==> config.mk <==
export PLATFORM = sky130hd
export DESIGN_NAME = dbs_sizing
export DESIGN_NICKNAME = d
export VERILOG_FILES = /design/src/hdl/dbs_pkg.sv /design/src/hdl/dbs_lane_if.sv /design/src/hdl/dbs_sizing.sv /design/src/hdl/dbs_lane_swap.sv
export SDC_FILE = /design/constraint.sdc
export NUM_CORES = 1
export LEC_CHECK = 0
export BUFFER_PORTS_ARGS = -buffer_cell sky130_fd_sc_hd__buf_2
export CORE_UTILIZATION = 45
export CTS_CLUSTER_SIZE = 28
export DETAILED_ROUTE_END_ITERATION = 8
export PLACE_DENSITY = 0.7
export SLEW_MARGIN = 0
export SYNTH_ARGS = -nofsm -noshare
export SYNTH_HDL_FRONTEND = slang
export SYNTH_SLANG_ARGS = --single-unit
export TNS_END_PERCENT = 100
==> constraint.sdc <==
create_clock -name core_clk -period 8.95 [get_ports core_clk]
set_clock_uncertainty 0.2 [all_clocks]
set_input_delay 0.895 -clock core_clk [delete_from_list [all_inputs] [get_ports core_clk]]
set_output_delay 0.895 -clock core_clk [all_outputs]
set_load 0.05 [all_outputs]
==> src/hdl/dbs_pkg.sv <==
// constants and types shared by the dynamic bus sizing logic
package dbs_pkg;

    localparam int DATA_W = 32;
    localparam int HALF_W = 16;
    localparam int CAS_W = 4;
    localparam int STAT_W = 4;
    localparam int SEL_BIT = 4;
    localparam int RCA_W_DEF = 10;
    localparam int SYNC_STAGES = 2;

    localparam logic [CAS_W-1:0] CAS_IDLE_N = 4'hf;
    localparam logic [CAS_W-1:0] CAS_ALL_N = 4'h0;
    localparam logic [DATA_W-1:0] DATA_RST = 32'h0000_0000;
    localparam logic SEL_FIRST = 1'b0;
    localparam logic SEL_SECOND = 1'b1;

    // standard cycle = address state + data state, page cycle = data state only
    localparam int STD_STATES = 2;
    localparam int PAGE_STATES = 1;

    typedef enum logic [2:0] {
        ST_IDLE,
        ST_ADDR,
        ST_DATA,
        ST_PARK,
        ST_DONE
    } dbs_state_t;

endpackage : dbs_pkg

==> src/hdl/dbs_lane_if.sv <==
// carrier between the sequencer and the lane swap / read merge datapath
`timescale 1ns/1ps
interface dbs_lane_if;
    import dbs_pkg::*;
    logic sel;
    logic [CAS_W-1:0] cas_n_in;
    logic [CAS_W-1:0] cas_n_out;
    logic [DATA_W-1:0] wdata_in;
    logic [DATA_W-1:0] wdata_out;
    logic [DATA_W-1:0] bus_in;
    logic latch_first;
    logic latch_second;
    logic half_hi;
    logic clear;
    logic [DATA_W-1:0] merged;

    modport ctrl (
        output sel, cas_n_in, wdata_in, bus_in, latch_first, latch_second, half_hi, clear,
        input cas_n_out, wdata_out, merged
    );
    modport lane (
        input sel, cas_n_in, wdata_in, bus_in, latch_first, latch_second, half_hi, clear,
        output cas_n_out, wdata_out, merged
    );
endinterface : dbs_lane_if

==> src/hdl/dbs_sizing.sv <==
// local memory access sequencer with dynamic 16/32-bit bus sizing
`timescale 1ns/1ps
module dbs_sizing #(
    parameter int RCA_W = dbs_pkg::RCA_W_DEF
) (
    input wire logic core_clk,
    input wire logic rst,
    input wire logic req_valid,
    output logic req_ready,
    input wire logic [dbs_pkg::DATA_W-1:0] req_addr,
    input wire logic [dbs_pkg::STAT_W-1:0] req_status,
    input wire logic req_write,
    input wire logic req_rmw,
    input wire logic req_locked,
    input wire logic [dbs_pkg::DATA_W-1:0] req_wdata,
    input wire logic [dbs_pkg::DATA_W-1:0] req_field_mask,
    input wire logic [dbs_pkg::CAS_W-1:0] req_cas_n,
    input wire logic preempt,
    output logic resp_valid,
    output logic [dbs_pkg::DATA_W-1:0] resp_rdata,
    input wire logic local_clock_phase2,
    input wire logic half_width_n,
    input wire logic local_ready,
    input wire logic bus_fault_in,
    input wire logic page_mode_ack_n,
    input wire logic [dbs_pkg::DATA_W-1:0] muxed_addr_data_bus_in,
    output logic [dbs_pkg::DATA_W-1:0] muxed_addr_data_bus_out,
    output logic muxed_addr_data_bus_oe,
    output logic [RCA_W-1:0] row_column_addr_bus,
    output logic row_strobe_n,
    output logic [dbs_pkg::CAS_W-1:0] column_strobe_n,
    output logic write_en_n
);
    import dbs_pkg::*;

    dbs_lane_if lane_c ();

    dbs_lane_swap u_lane (
        .core_clk(core_clk),
        .rst(rst),
        .lane(lane_c)
    );

    ////////////////////////////////////////////////////////////////////////
    // pin synchronisers; first stage feeds only the second
    logic [3:0] ctl_s1_r;
    logic [3:0] ctl_s2_r;
    logic [DATA_W-1:0] bus_s1_r;
    logic [DATA_W-1:0] bus_s2_r;
    logic p2_s1_r;
    logic p2_s2_r;
    logic p2_d_r;

    always_ff @(posedge core_clk or posedge rst) begin
        if (rst) begin
            ctl_s1_r <= 4'h0;
            ctl_s2_r <= 4'h0;
            bus_s1_r <= DATA_RST;
            bus_s2_r <= DATA_RST;
            p2_s1_r <= 1'b0;
            p2_s2_r <= 1'b0;
            p2_d_r <= 1'b0;
        end else begin
            ctl_s1_r <= {half_width_n, local_ready, bus_fault_in, page_mode_ack_n};
            ctl_s2_r <= ctl_s1_r;
            bus_s1_r <= muxed_addr_data_bus_in;
            bus_s2_r <= bus_s1_r;
            p2_s1_r <= local_clock_phase2;
            p2_s2_r <= p2_s1_r;
            p2_d_r <= p2_s2_r;
        end
    end

    logic tick;
    logic s_hw;
    logic s_rdy;
    logic s_flt;
    logic s_pg;
    assign tick = p2_s2_r & ~p2_d_r;
    assign s_hw = ctl_s2_r[3];
    assign s_rdy = ctl_s2_r[2];
    assign s_flt = ctl_s2_r[1];
    assign s_pg = ctl_s2_r[0];

    ////////////////////////////////////////////////////////////////////////
    // sequencing state
    dbs_state_t state_r;
    logic sel_r;
    logic wide16_r;
    logic wr_phase_r;
    logic rmw_r;
    logic locked_r;
    logic page_r;
    logic nosamp_r;
    logic [DATA_W-1:0] addr_r;
    logic [STAT_W-1:0] stat_r;
    logic [DATA_W-1:0] wdata_r;
    logic [DATA_W-1:0] mask_r;
    logic [CAS_W-1:0] cas_r;

    logic in_data;
    logic skip;
    logic acc_done;
    logic is16_now;
    logic unit_last;
    logic go_write;
    logic page_nxt;
    assign in_data = (state_r == ST_DATA) && tick;
    // paged 32-bit sequence: ready, fault and half-width are no longer looked at
    assign skip = nosamp_r;
    assign acc_done = in_data && (skip || (s_rdy && !s_flt));
    // locked cycles never treat memory as 16-bit
    assign is16_now = !locked_r && (wide16_r || (!nosamp_r && !s_hw));
    assign unit_last = sel_r || !is16_now;
    assign go_write = unit_last && !wr_phase_r && rmw_r;
    assign page_nxt = page_r || !s_pg;

    always_ff @(posedge core_clk or posedge rst) begin
        if (rst) begin
            state_r <= ST_IDLE;
            sel_r <= SEL_FIRST;
            wide16_r <= 1'b0;
            wr_phase_r <= 1'b0;
            rmw_r <= 1'b0;
            locked_r <= 1'b0;
            page_r <= 1'b0;
            nosamp_r <= 1'b0;
            addr_r <= DATA_RST;
            stat_r <= '0;
            wdata_r <= DATA_RST;
            mask_r <= DATA_RST;
            cas_r <= CAS_IDLE_N;
        end else begin
            unique case (state_r)
                ST_IDLE: begin
                    if (req_valid) begin
                        state_r <= ST_ADDR;
                        sel_r <= SEL_FIRST;
                        wide16_r <= 1'b0;
                        page_r <= 1'b0;
                        nosamp_r <= 1'b0;
                        wr_phase_r <= req_write && !req_rmw;
                        rmw_r <= req_rmw;
                        locked_r <= req_locked;
                        addr_r <= req_addr;
                        stat_r <= req_status;
                        wdata_r <= req_wdata;
                        mask_r <= req_field_mask;
                        cas_r <= req_cas_n;
                    end
                end
                ST_ADDR: begin
                    if (tick) begin
                        state_r <= ST_DATA;
                    end
                end
                ST_DATA: begin
                    if (in_data && !skip && s_flt) begin
                        // fault: redo the aborted access as a standard cycle
                        state_r <= ST_ADDR;
                        page_r <= 1'b0;
                    end else if (acc_done) begin
                        page_r <= page_nxt;
                        if (!page_r && !s_pg && s_hw && !sel_r && !wide16_r) begin
                            nosamp_r <= 1'b1;
                        end
                        if (!sel_r && !wide16_r) begin
                            wide16_r <= is16_now;
                        end
                        if (!unit_last) begin
                            sel_r <= SEL_SECOND;
                            state_r <= page_nxt ? ST_DATA : ST_ADDR;
                        end else if (go_write) begin
                            wr_phase_r <= 1'b1;
                            sel_r <= SEL_FIRST;
                            if (preempt) begin
                                state_r <= ST_PARK;
                            end else begin
                                state_r <= page_nxt ? ST_DATA : ST_ADDR;
                            end
                        end else begin
                            state_r <= ST_DONE;
                        end
                    end
                end
                ST_PARK: begin
                    if (!preempt) begin
                        state_r <= ST_ADDR;
                        page_r <= 1'b0;
                        if (locked_r) begin
                            wr_phase_r <= 1'b0;
                        end
                    end
                end
                ST_DONE: begin
                    state_r <= ST_IDLE;
                end
            endcase
        end
    end

    ////////////////////////////////////////////////////////////////////////
    // datapath hookup; field insert uses the merged read word
    always_comb begin
        lane_c.sel = sel_r;
        lane_c.cas_n_in = cas_r;
        lane_c.wdata_in = rmw_r ? ((lane_c.merged & ~mask_r) | (wdata_r & mask_r)) : wdata_r;
        lane_c.bus_in = bus_s2_r;
        lane_c.latch_first = acc_done && !wr_phase_r && !sel_r;
        lane_c.latch_second = acc_done && !wr_phase_r && sel_r;
        lane_c.half_hi = s_hw;
        lane_c.clear = (state_r == ST_IDLE) && req_valid;
    end

    ////////////////////////////////////////////////////////////////////////
    // pin and response registers, one cycle behind the state
    always_ff @(posedge core_clk or posedge rst) begin
        if (rst) begin
            muxed_addr_data_bus_out <= DATA_RST;
            muxed_addr_data_bus_oe <= 1'b0;
            row_column_addr_bus <= '0;
            row_strobe_n <= 1'b1;
            column_strobe_n <= CAS_IDLE_N;
            write_en_n <= 1'b1;
        end else begin
            muxed_addr_data_bus_oe <= (state_r == ST_ADDR) ||
                                      ((state_r == ST_DATA) && wr_phase_r);
            row_strobe_n <= !((state_r == ST_ADDR) || (state_r == ST_DATA));
            write_en_n <= !((state_r == ST_DATA) && wr_phase_r);
            row_column_addr_bus <= {addr_r[SEL_BIT+1 +: RCA_W-1], sel_r};
            if (state_r == ST_ADDR) begin
                muxed_addr_data_bus_out <= {addr_r[DATA_W-1:SEL_BIT+1], sel_r, stat_r};
            end else begin
                muxed_addr_data_bus_out <= lane_c.wdata_out;
            end
            if (state_r != ST_DATA) begin
                column_strobe_n <= CAS_IDLE_N;
            end else if (!wr_phase_r) begin
                column_strobe_n <= CAS_ALL_N;
            end else begin
                column_strobe_n <= lane_c.cas_n_out;
            end
        end
    end

    always_ff @(posedge core_clk or posedge rst) begin
        if (rst) begin
            req_ready <= 1'b0;
            resp_valid <= 1'b0;
            resp_rdata <= DATA_RST;
        end else begin
            req_ready <= (state_r == ST_IDLE) && !req_valid;
            resp_valid <= (state_r == ST_DONE);
            if (state_r == ST_DONE) begin
                resp_rdata <= lane_c.merged;
            end
        end
    end
endmodule : dbs_sizing

==> src/hdl/dbs_lane_swap.sv <==
// strobe and data half swapping plus the 16-bit read merge register
`timescale 1ns/1ps
module dbs_lane_swap (
    input wire logic core_clk,
    input wire logic rst,
    dbs_lane_if.lane lane
);
    import dbs_pkg::*;

    logic [DATA_W-1:0] merge_r;

    ////////////////////////////////////////////////////////////////////////
    // second access exchanges strobe pairs and bus halves
    always_comb begin
        if (lane.sel) begin
            lane.cas_n_out = {lane.cas_n_in[1:0], lane.cas_n_in[3:2]};
            lane.wdata_out = {lane.wdata_in[HALF_W-1:0],
                              lane.wdata_in[DATA_W-1:HALF_W]};
        end else begin
            lane.cas_n_out = lane.cas_n_in;
            lane.wdata_out = lane.wdata_in;
        end
    end

    ////////////////////////////////////////////////////////////////////////
    // first cycle keeps all 32 bits, second copies the live half into the other half only
    always_ff @(posedge core_clk or posedge rst) begin
        if (rst) begin
            merge_r <= DATA_RST;
        end else if (lane.clear) begin
            merge_r <= DATA_RST;
        end else if (lane.latch_first) begin
            merge_r <= lane.bus_in;
        end else if (lane.latch_second) begin
            if (lane.half_hi) begin
                merge_r[HALF_W-1:0] <= lane.bus_in[DATA_W-1:HALF_W];
            end else begin
                merge_r[DATA_W-1:HALF_W] <= lane.bus_in[HALF_W-1:0];
            end
        end
    end

    assign lane.merged = merge_r;

endmodule : dbs_lane_swap

After elaboration in Yosys (flattened, before gate mapping):

Cells that the tools add are included.

* eq/ne operators: 18
* multiplexer cells: 47
* bitwise logic cells: 6
* reductions and logical operators: 55

Operators by type and width (count)
* 32-bit two-way mux: 6
* 32-bit bitwise AND: 2
* 16-bit two-way mux: 2
* 32-bit inverter: 1
* 32-bit OR: 1
* 1-bit logical AND: 21
* 1-bit two-way mux: 21
* 3-bit two-way mux: 7
* 2-bit != test (second input constant): 10
* 3-bit case mux with 5 select lines: 1
* 5-bit AND reduction: 3
* 1-bit zero test: 14
* 4-bit two-way mux: 3
* 3-bit != test (second input constant): 3
* 3-bit nonzero test: 3
* 4-bit AND reduction: 2
* 8-bit AND reduction: 1
* 3-bit by 2-bit == test with 1-bit output (second input constant): 2
* 1-bit logical OR: 6
* 1-bit case mux with 2 select lines: 3
* 1-bit case mux with 3 select lines: 2
* 2-bit AND reduction: 3
* 2-bit two-way mux: 2
* 3-bit by 1-bit == test with 1-bit output (second input constant): 1
* other kinds (6): 6

* register bits after elaboration: 304
* bits of input ports: 148
* output and inout bits: 83
* logic and storage cells: 157

Logic depth before layout (Yosys ltp):

Gate-level depths: netlist of run 1.

* word-level depth: 13
* depth in mapped cells: 7
* mapped depth without buffers: 4

By module:

Synthesis of run 1 repeated with hierarchy kept, for this count alone.

* cell total of the unflattened synthesis: 848
* area total of the unflattened synthesis: 11926.4 um^2

Modules (own cells, without submodules)
* dbs_sizing: instances 1, cells each 663, area an instance 9766.9 um^2, seq. area each 6693.9 um^2
* dbs_lane_swap: instances 1, cells each 185, area an instance 2159.6 um^2, seq. area each 800.8 um^2

Worst setup path before layout of run 1:

Ideal clock, no wire load.

* path kind: in2reg
* start point: input req_valid
* end point: register addr_r[11]
* setup time: 0.125 ns
* data arrival time: 1.866 ns
* data required time: 8.625 ns
* path slack: 6.759 ns
* stages on the path: 5
* path buffers: 2
* cells stage by stage: nand2b_1 -> nor3_1 -> buf_2 -> buf_4 -> mux2_2

* cells in the longest elaborated chain, start to end: 1

Ends and longest elaborated chain
* from (decl): line dbs_sizing.sv:8 `input wire logic req_valid,`
* 2-bit AND reduction (no source line)
* to (signal assigned): line dbs_sizing.sv:145 `addr_r <= req_addr;`
* to (decl): line dbs_sizing.sv:95 `logic [DATA_W-1:0] addr_r;`

Every way passes these cells.
A chain may end at the register's enable or synchronous reset.

Worst setup path after layout of run 1:

* start point: register state_r[1]
* end point: register addr_r[28]

* cells in the longest elaborated chain, start to end: 2

Ends and longest elaborated chain
* from (decl): line dbs_sizing.sv:87 `dbs_state_t state_r;`
* from (signal assigned): line dbs_sizing.sv:172 `state_r <= page_nxt ? ST_DATA : ST_ADDR;`
* from (signal assigned): line dbs_sizing.sv:179 `state_r <= page_nxt ? ST_DATA : ST_ADDR;`
* 3-bit zero test: line dbs_sizing.sv:134 `unique case (state_r)`
* 2-bit AND reduction (no source line)

Every way passes these cells.

==> summary.txt, run 1 <==
PortBufs: 225
Relative slew slack: 0.353
Vias per cell: 5.21
Worst EP required: 9.19 ns
Sequential element share of the synthesized area: 0.645
# IOs: 231
Die Area: 0.0264 mm2
Routed WL per cell: 19.3 um
Sw power: 0.00218 W
Post-synth cell types: 52
Post-Route Setup TNS: 0 ns
Post-CTS Setup Bufs: 0
DP Worst Slack: 6.03 ns
Share of cells above drive strength 1: 0.440
Starting DRT DRC Count: 476
Initial core utilization: 0.460
Minimum clock period: 2.49 ns
Max-slew violation count: 0
Register Area: 0.00750 mm2
Gate power share: 0.382
Syn_nets: 968
EDFF count, synth: 0
# setup viols final: 0
CTS tree: built
RSZ-0062 raised after global routing: false
Worst Path Arrival: 2.73 ns
Final Util: 0.554
Initial antenna violation count: 10
Sink Count: 299
Setup CP Type: reg2reg
Worst slew pin tran: 0.970 ns
Status: completed
1st-pass router iterations: 4
Switching part of the total: 0.391
WHS: 0.144 ns
Worst vdd ir: 0.000223 V
Core Region: 0.0253 mm2
Std cell rows: 58
Sequential Power Share: 0.394
Worst setup margin: 6.46 ns
Maximum clock path buffer count: 3
Worst Setup End Kind: flop
Clock Latency Late Sink: 0.55 ns
Achievable Freq: 0.401 GHz
Clock buffer count from CTS: 31
Drt total wl: 27000 um
Worst Hold Class: reg2reg
Cts repair resizes: 0
Worst-path fanout max: 71
Synthesized area: 0.0116 mm2
First-pass GRT wire length: 41800 um
Leakage: 6.44 nW
DRC viols: 0
DIE HEIGHT: 163 um
Max-Cap Viols: 0
Worst-path clk slew: 0.06 ns
Detailed placement HPWL: 18300 um
Final Hold Viols: 0
Post-synth ARST share: 1.00
Nets@finish: 1189
Gpl congestion: 0.888
CTS Hold Buffers Added: 0
Avg Cell Area, Syn: 14.2 um2
Final Cycle Share: 0.278
PD cells: 398 mW/mm2
Main flop type after synthesis: dfrtp_1
ANT nets after route: 0
Die span in x: 163 um
Number of global-route vias before repair: 7522
Routed vias: 7287
Largest net degree at the start of global routing: 176
Gate Count Post-Synth: 820
Area grow syn2layout: 20.6%
H-tree Lvls: 1
Total GRT Usage: 0.208
CP startpoint kind: flop
Internal power: 0.00340 W
CTS Root Cell: clkbuf_16
GR Overflow Total: 0
Area of the multi-input gates: 0.00383 mm2
Yosys reg bits: 299
Clock power share: 0.224
YS warnings: 0
Fillers: 2123
-- registers in the layout (all words and copies together) (netlist names), 3 cells and up --
name	flops
bus_s1_r	32
muxed_addr_data_bus_out	32
stat_r	4
resp_rdata	32
state_r	3
addr_r	27
column_strobe_n	4
u_lane.lane.merged	32
ctl_s1_r	4
mask_r	32
wdata_r	32
ctl_s2_r	4
cas_r	4
row_column_addr_bus	10
bus_s2_r	32
-- synth_stat cells (11+ instances only) --
cell,n,share of area
dfrtp_1,289,0.62
mux2_2,157,0.15
a21oi_1,57,0.025
nor2_1,49,0.016
nor2b_1,35,0.019
mux2i_1,33,0.028
o2bb2ai_1,32,0.024
nand2_1,22,0.0071
clkbuf_1,19,0.0061
buf_4,14,0.0091
a22oi_1,12,0.0078
and3_1,11,0.0059
-- final cells by class --
| type | count | area share |
|---|---|---|
| antenna | 3 | 0.000536 |
| clock buffer | 44 | 0.0646 |
| clock inverter | 13 | 0.00742 |
| inverter | 6 | 0.00188 |
| multi-input combinational | 467 | 0.274 |
| sequential | 299 | 0.535 |
| tap | 330 | 0.0295 |
| timing repair buffer | 236 | 0.0872 |
-- cell usage in the layout, fill, tap and decap left out, types with 11 or more instances in the layout --
cell type,instances
nor2b_1,35
nand2_1,22
a21oi_1,57
o2bb2ai_1,32
dfrtp_1,288
and3_1,11
mux2_2,157
clkbuf_16,31
mux2i_1,33
nor2_1,49
a22oi_1,12
buf_2,225
-- worst max-delay path: stages, from the launching register on --
cell	delay [ns]
dfrtp_1	0.54
nand2b_1	0.25
nor3_2	0.14
buf_4	0.76
mux2_2	0.42
-- power by group through the flow --
stage | clock network (W) | logic (W) | registers, W
after global routing | 0.00134 | 0.00228 | 0.00226
after detailed placement | 0 | 0.00215 | 0.00223
after CTS | 0.00128 | 0.00216 | 0.00221
final | 0.00125 | 0.00213 | 0.00220
after global placement | 0 | 0.00210 | 0.00221
after floorplan | 0 | 0.00107 | 0.00274
-- stage by stage --
step / instance area [um2] / total power [W] / cells
after global placement: 13000 / 0.00432 / 1338
after detailed placement: 13000 / 0.00438 / 1338
final: 14000 / 0.00558 / 1398
after global routing: 14000 / 0.00588 / 1396
after floorplan: 11600 / 0.00381 / 820
after CTS: 14000 / 0.00565 / 1395
-- logic make-up (layout without fill, tap and decap cells) --
kind of cell           count (synthesis)  count (layout)  synth area share
buffers and inverters                 54             299            0.0250
other                                  0               3                 0
AO/OA/AOI/OAI                        127             127            0.0756
AND/OR/NAND/NOR                      140             140            0.0635
flip-flops                           299             299             0.645
multiplexers                         200             200             0.190
-- metal layers --
layer  up-vias  GRT usage  share of wire
met3        63     0.0596          0.074
met4        12     0.0718          0.030
li1       3348          -              -
met5         -          0         0.0028
met2       221      0.346           0.49
met1      3643      0.258           0.40
-- path summary, 6_finish.rpt --
path / start / end / slack, ns / depth (start not counted)
worst max-delay path: state_r[1] / addr_r[28] / 6.46 / 4
worst min-delay path: bus_s1_r[23] / bus_s2_r[23] / 0.14 / 0
worst max register to register: state_r[1] / addr_r[28] / 6.46 / 4
worst min register to register: bus_s1_r[23] / bus_s2_r[23] / 0.14 / 0
max in group asynchronous: rst / wdata_r[9] / 6.67 / 4
min in group asynchronous: rst / row_column_addr_bus[7] / 0.42 / 3
Note: power is estimated with default switching activity, not from simulation.
==> run 2: changes to the inputs <==
==> constraint.sdc (replaced) <==
create_clock -name core_clk -period 2 [get_ports core_clk]
set_clock_uncertainty 0.2 [all_clocks]
set_input_delay 0.2 -clock core_clk [delete_from_list [all_inputs] [get_ports core_clk]]
set_output_delay 0.2 -clock core_clk [all_outputs]
set_load 0.05 [all_outputs]
==> summary.txt, run 2 (synthesized netlist as in run 1, its figures left out) <==
Status: completed
Area grow syn2layout: 36.5%
CP startpoint kind: flop
First-pass GRT wire length: 46700 um (+12%)
Core Region: 0.0253 mm2 (unchanged)
Cells after DPL: 1371 (+2.5%)
Worst-path fanout max: 20 (-72%)
Detailed placement HPWL: 19600 um (+7.1%)
Share of cells above drive strength 1: 0.408 (-0.0323)
CTS tree: built
Switching part of the total: 0.391 (about the same)
Leakage: 7.24 nW (+12%)
Std cell rows: 58 (unchanged)
Worst setup margin: 0.0797 ns (-6.38 ns)
Critical register-to-register path endpoint: addr_r[9]
Die span in x: 163 um (unchanged)
Worst EP required: 2.24 ns (-6.95 ns)
CP Cell Sequence: nand2b_1, nor3_2, buf_4, buf_12, mux2_2
Routed vias: 7892 (+8.3%)
Final Util: 0.628 (+0.0732)
DRC viols: 0 (unchanged)
1st-pass router iterations: 4 (unchanged)
Worst Hold Class: in2reg
Setup CP Type: reg2reg
DIE HEIGHT: 163 um (unchanged)
Clock buffer count from CTS: 30 (-3.2%)
Vias per cell: 5.03 (-3.6%)
Initial core utilization: 0.460 (unchanged)
Total GRT Usage: 0.230 (+0.0225)
Sw power: 0.0101 W (+360%)
Minimum clock period: 1.92 ns (-0.572 ns)
CTS Root Cell: clkbuf_16
Antenna diodes: 0 (-3)
Final Hold Viols: 0 (unchanged)
R2r setup slk: 0.08 ns (-6.38 ns)
Hold path cells: 2 (+2)
Relative slew slack: 0.705 (+0.352)
DP Worst Slack: 0.0633 ns (-5.97 ns)
Most frequent cells in the layout: 287 x dfrtp_1, 225 x buf_2, 157 x mux2_2, 143 x dlygate4sd3_1, 57 x a21oi_1
Worst path depth: 5 (+1)
Gate power share: 0.397 (+0.015)
RSZ-0062 raised after global routing: true
Slowest cell on crit path: dfrtp_1
Endpoint, Worst Hold: bus_s1_r[10]
Final Cycle Share: 0.960 (+0.682)
H-tree Lvls: 1 (unchanged)
Commonest non-fill, non-tap cell in the layout: dfrtp_1
Gpl congestion: 0.866 (-2.5%)
Number of global-route vias before repair: 8515 (+13%)
Worst Setup End Kind: flop
ANT nets after route: 0 (unchanged)
Initial antenna violation count: 0 (-10)
# setup viols final: 0 (unchanged)
Finished Layout Cells: 1570 (+12%)
PD cells: 1630 mW/mm2 (+310%)
Sink Count: 299 (unchanged)
Clock power share: 0.220 (-0.004)
Sequential Power Share: 0.382 (-0.012)
Worst vdd ir: 0.00121 V (+440%)
Buf/Inv on CP: 2 (+1)
PortBufs: 225 (unchanged)
Area after DPL: 0.0134 mm2 (+3.2%)
Post-route cell area: 0.0159 mm2 (+13%)
Slowest cell delay on critical path: 0.44 ns (-0.32 ns)
WHS: 0.0853 ns (-0.0582 ns)
Clock Latency Late Sink: 0.56 ns (about the same)
Max-Cap Viols: 0 (unchanged)
Maximum clock path buffer count: 3 (unchanged)
Worst Path Arrival: 2.16 ns (-0.57 ns)
Cells on worst reg2reg path: 5 (+1)
Nets@finish: 1364 (+15%)
Max-slew violation count: 0 (unchanged)
Worst slew pin tran: 0.442 ns (-0.528 ns)
GR Overflow Total: 0 (unchanged)
# IOs: 231 (unchanged)
Starting DRT DRC Count: 453 (-4.8%)
Worst hold start: muxed_addr_data_bus_in[10]
Drt total wl: 29600 um (+9.5%)
Internal power: 0.0157 W (+360%)
Crit path max-delay family: buffers and inverters
Worst-path clk slew: 0.07 ns (about the same)
Largest net degree at the start of global routing: 64 (-64%)
Routed WL per cell: 18.8 um (-2.5%)
Die Area: 0.0264 mm2 (unchanged)
Achievable Freq: 0.521 GHz (+30%)
Worst r2r src: state_r[1]
run 2: final cells by class:
class	instances	area (um2)
clock buffer	37	837
inverter	6	26.3
timing repair buffer	412	3060
clock inverter	19	184
sequential	299	7500
fill	1935	9400
tap	330	413
multi-input combinational	467	3830
run 2: through the flow:
step	TNS [ns]	total power [W]
final	0	0.0258
after floorplan	-696.47	0.0170
after detailed placement	0	0.0199
after CTS	0	0.0259
after global routing	-0.121	0.0271
after global placement	0	0.0197
run 2: power groups by stage:
stage                     logic, W  clock network [W]  registers [W]
after floorplan            0.00479                  0         0.0122
after global placement     0.00984                  0        0.00987
after detailed placement    0.0100                  0        0.00994
after CTS                   0.0103            0.00577        0.00986
after global routing        0.0110            0.00604         0.0101
final                       0.0102            0.00568        0.00985
run 2: worst max path at each step:
stage                                  end       start  slack, ns
floorplan                       addr_r[10]         rst      -2.36
global placement    u_lane.lane.merged[26]  state_r[2]       0.10
detailed placement  u_lane.lane.merged[25]  state_r[2]       0.06
CTS                 u_lane.lane.merged[22]  state_r[2]       0.07
global route                     addr_r[9]  state_r[1]      -0.03
finish                           addr_r[9]  state_r[1]       0.08
run 2: metal layers:
metal,part of all wire,vias up,GRT usage
li1,-,3685,-
met1,0.42,3968,0.294
met2,0.51,198,0.408
met3,0.043,41,0.0372
met4,0.022,0,0.0578
met5,0,-,0
run 2: repair_timing:
item                                    4_1_cts  5_1_grt
endpoints found under the setup margin        0       36
hold endpoints to repair                    369        0
hold buffers                                143        0
buffers inserted                              0        0
gates resized for setup                       0        1
==> run 3: changes to the inputs <==
--- a/config.mk
+++ b/config.mk
@@ -6,10 +6,10 @@
 export NUM_CORES = 1
 export LEC_CHECK = 0
 export BUFFER_PORTS_ARGS = -buffer_cell sky130_fd_sc_hd__buf_2
-export CORE_UTILIZATION = 45
+export CORE_UTILIZATION = 42
 export CTS_CLUSTER_SIZE = 28
 export DETAILED_ROUTE_END_ITERATION = 8
-export PLACE_DENSITY = 0.7
+export PLACE_DENSITY = 0.66
 export SLEW_MARGIN = 0
 export SYNTH_ARGS = -nofsm -noshare
 export SYNTH_HDL_FRONTEND = slang
==> summary.txt, run 3 (synthesized netlist as in run 1, its figures left out) <==
CP Cell Sequence: nand2b_1, nor3_2, buf_4, buf_12, mux2_2
Minimum clock period: 1.91 ns (-0.0136 ns)
Std cell rows: 60 (+3.4%)
Worst slew pin tran: 0.427 ns (-0.0151 ns)
CTS tree: built
ANT nets after route: 0 (unchanged)
Starting DRT DRC Count: 465 (+2.6%)
Met1 Track Usage GR: 0.273 (-0.0214)
Internal power: 0.0162 W (+3.1%)
Setup CP Type: reg2reg
M2 GR Usage: 0.369 (-0.0384)
Routed vias: 8067 (+2.2%)
DRC viols: 0 (unchanged)
Relative slew slack: 0.715 (+0.0101)
RSZ-0062 raised after global routing: false
Leakage: 7.30 nW (+0.78%)
Cells on worst reg2reg path: 5 (unchanged)
1st-pass router iterations: 4 (unchanged)
H-tree Lvls: 2 (+1)
Sequential Power Share: 0.378 (-0.004)
Achievable Freq: 0.524 GHz (+0.71%)
Number of global-route vias before repair: 8553 (+0.45%)
Grt peak-use layer: met2
DP Worst Slack: 0.0682 ns (+0.00490 ns)
Area grow syn2layout: 37.3%
Detailed placement HPWL: 20000 um (+2.1%)
CTS Root Cell: clkbuf_16
# IOs: 231 (unchanged)
Sw power: 0.00998 W (-0.80%)
Routed WL per cell: 18.8 um (-0.34%)
Crit path max-delay family: flip-flops
Clock power share: 0.233 (+0.013)
Max-slew violation count: 0 (unchanged)
PD cells: 1640 mW/mm2 (+0.96%)
Worst Hold Class: in2reg
First-pass GRT wire length: 46600 um (-0.24%)
Worst path depth: 5 (unchanged)
Finished Layout Cells: 1588 (+1.1%)
Clock Latency Late Sink: 0.50 ns (-0.06 ns)
Slowest cell delay on critical path: 0.47 ns (+0.03 ns)
Buf/Inv on CP: 2 (unchanged)
Worst-path clk slew: 0.06 ns (about the same)
Commonest non-fill, non-tap cell in the layout: dfrtp_1
DIE HEIGHT: 168 um (+3.5%)
Worst vdd ir: 0.00119 V (-1.3%)
Worst Setup End Kind: flop
PortBufs: 225 (unchanged)
Cells after DPL: 1386 (+1.1%)
Most frequent cells in the layout: 287 x dfrtp_1, 225 x buf_2, 157 x mux2_2, 141 x dlygate4sd3_1, 57 x a21oi_1
Largest net degree at the start of global routing: 72 (+13%)
Core Region: 0.0270 mm2 (+7.0%)
# setup viols final: 0 (unchanged)
Die Area: 0.0283 mm2 (+7.1%)
Vias per cell: 5.08 (+1.1%)
Die span in x: 168 um (+3.5%)
Drt total wl: 29800 um (+0.80%)
Initial antenna violation count: 2 (+2)
Clock buffer count from CTS: 34 (+13%)
Switching part of the total: 0.381 (-0.00908)
GR Overflow Total: 0 (unchanged)
Slowest cell on crit path: dfrtp_1
Final Cycle Share: 0.953 (-0.00679)
Worst setup margin: 0.0933 ns (+0.0136 ns)
Gpl congestion: 0.845 (-2.4%)
Share of cells above drive strength 1: 0.404 (-0.00405)
GR Util met3: 0.0444 (+0.00725)
Worst Path Arrival: 2.08 ns (-0.08 ns)
Gate power share: 0.390 (-0.007)
Worst EP required: 2.17 ns (-0.07 ns)
CP startpoint kind: flop
Final Hold Viols: 0 (unchanged)
Hold path cells: 4 (+2)
Sink Count: 299 (unchanged)
Worst-path fanout max: 27 (+35%)
Maximum clock path buffer count: 3 (unchanged)
Status: completed
Initial core utilization: 0.430 (-0.0301)
Max-Cap Viols: 0 (unchanged)
Total GRT Usage: 0.216 (-0.0146)
Nets@finish: 1370 (+0.44%)
run 3: changes by cell type in the layout (fill, tap and decap cells not counted), moves of 2 or more:
cell           delta
buf_4             +4
clkbuf_1         +10
clkbuf_16         +5
clkbuf_8          -3
clkinv_2          -3
clkinv_4          -2
clkinvlp_4        -6
diode_2           +2
dlygate4sd3_1     -2
inv_6             +2
run 3: layout make-up:
| class | instances | area, um2 |
|---|---|---|
| fill | 2131 | 11100 |
| sequential | 299 | 7500 |
| multi-input combinational | 467 | 3830 |
| timing repair buffer | 414 | 3060 |
| clock buffer | 49 | 958 |
| tap | 341 | 427 |
| clock inverter | 10 | 138 |
| inverter | 6 | 26.3 |
| antenna | 2 | 5.00 |
run 3: what timing repair did:
item	CTS	global route
endpoints found under the hold margin	429	0
gates resized for setup	0	2
hold buffers	141	0
setup buffers	0	0
endpoints found under the setup margin	0	31
run 3: power groups by stage:
stage / combinational (W) / sequential, W / clock, W
2_1_floorplan: 0.00479 / 0.0122 / 0
3_3_place_gp: 0.00984 / 0.00993 / 0
3_5_place_dp: 0.0100 / 0.00998 / 0
4_1_cts: 0.0102 / 0.00991 / 0.00622
5_1_grt: 0.0110 / 0.0102 / 0.00648
6_report: 0.0102 / 0.00988 / 0.00609
run 3: worst register-to-register path: cells and delay by family (launching register included):
kind,cells,cell delay [ns]
simple gates,2,0.36
flops,1,0.47
mux,1,0.37
buf+inv,2,0.40
run 3: path summary, 6_finish.rpt:
kind | from | to | slack, ns
worst max-delay path | state_r[1] | addr_r[19] | 0.09
worst min-delay path | preempt | page_r | 0.02
worst max register to register | state_r[1] | addr_r[19] | 0.09
worst min register to register | bus_s1_r[21] | bus_s2_r[21] | 0.14
max in group asynchronous | rst | bus_s1_r[5] | 0.31
min in group asynchronous | rst | addr_r[11] | 0.56
run 3: per-layer routing:
layer  wire length [um]  up-vias
li1                   -     3706
met1              12400     4085
met2              15100      235
met3               1580       41
met4                756        0
met5                  0        -
run 3: through the flow:
step	TNS (ns)	utilization	hold WS [ns]	total power (W)	cell area [um2]
after floorplan	-696.47	-	0.0314	0.0170	11600
after global placement	0	0.497	-0.0764	0.0198	13400
after detailed placement	0	0.497	-0.0764	0.0200	13400
after CTS	0	0.590	0.0120	0.0264	15900
after global routing	0	0.590	0.0520	0.0276	15900
final	0	0.590	0.0166	0.0262	15900
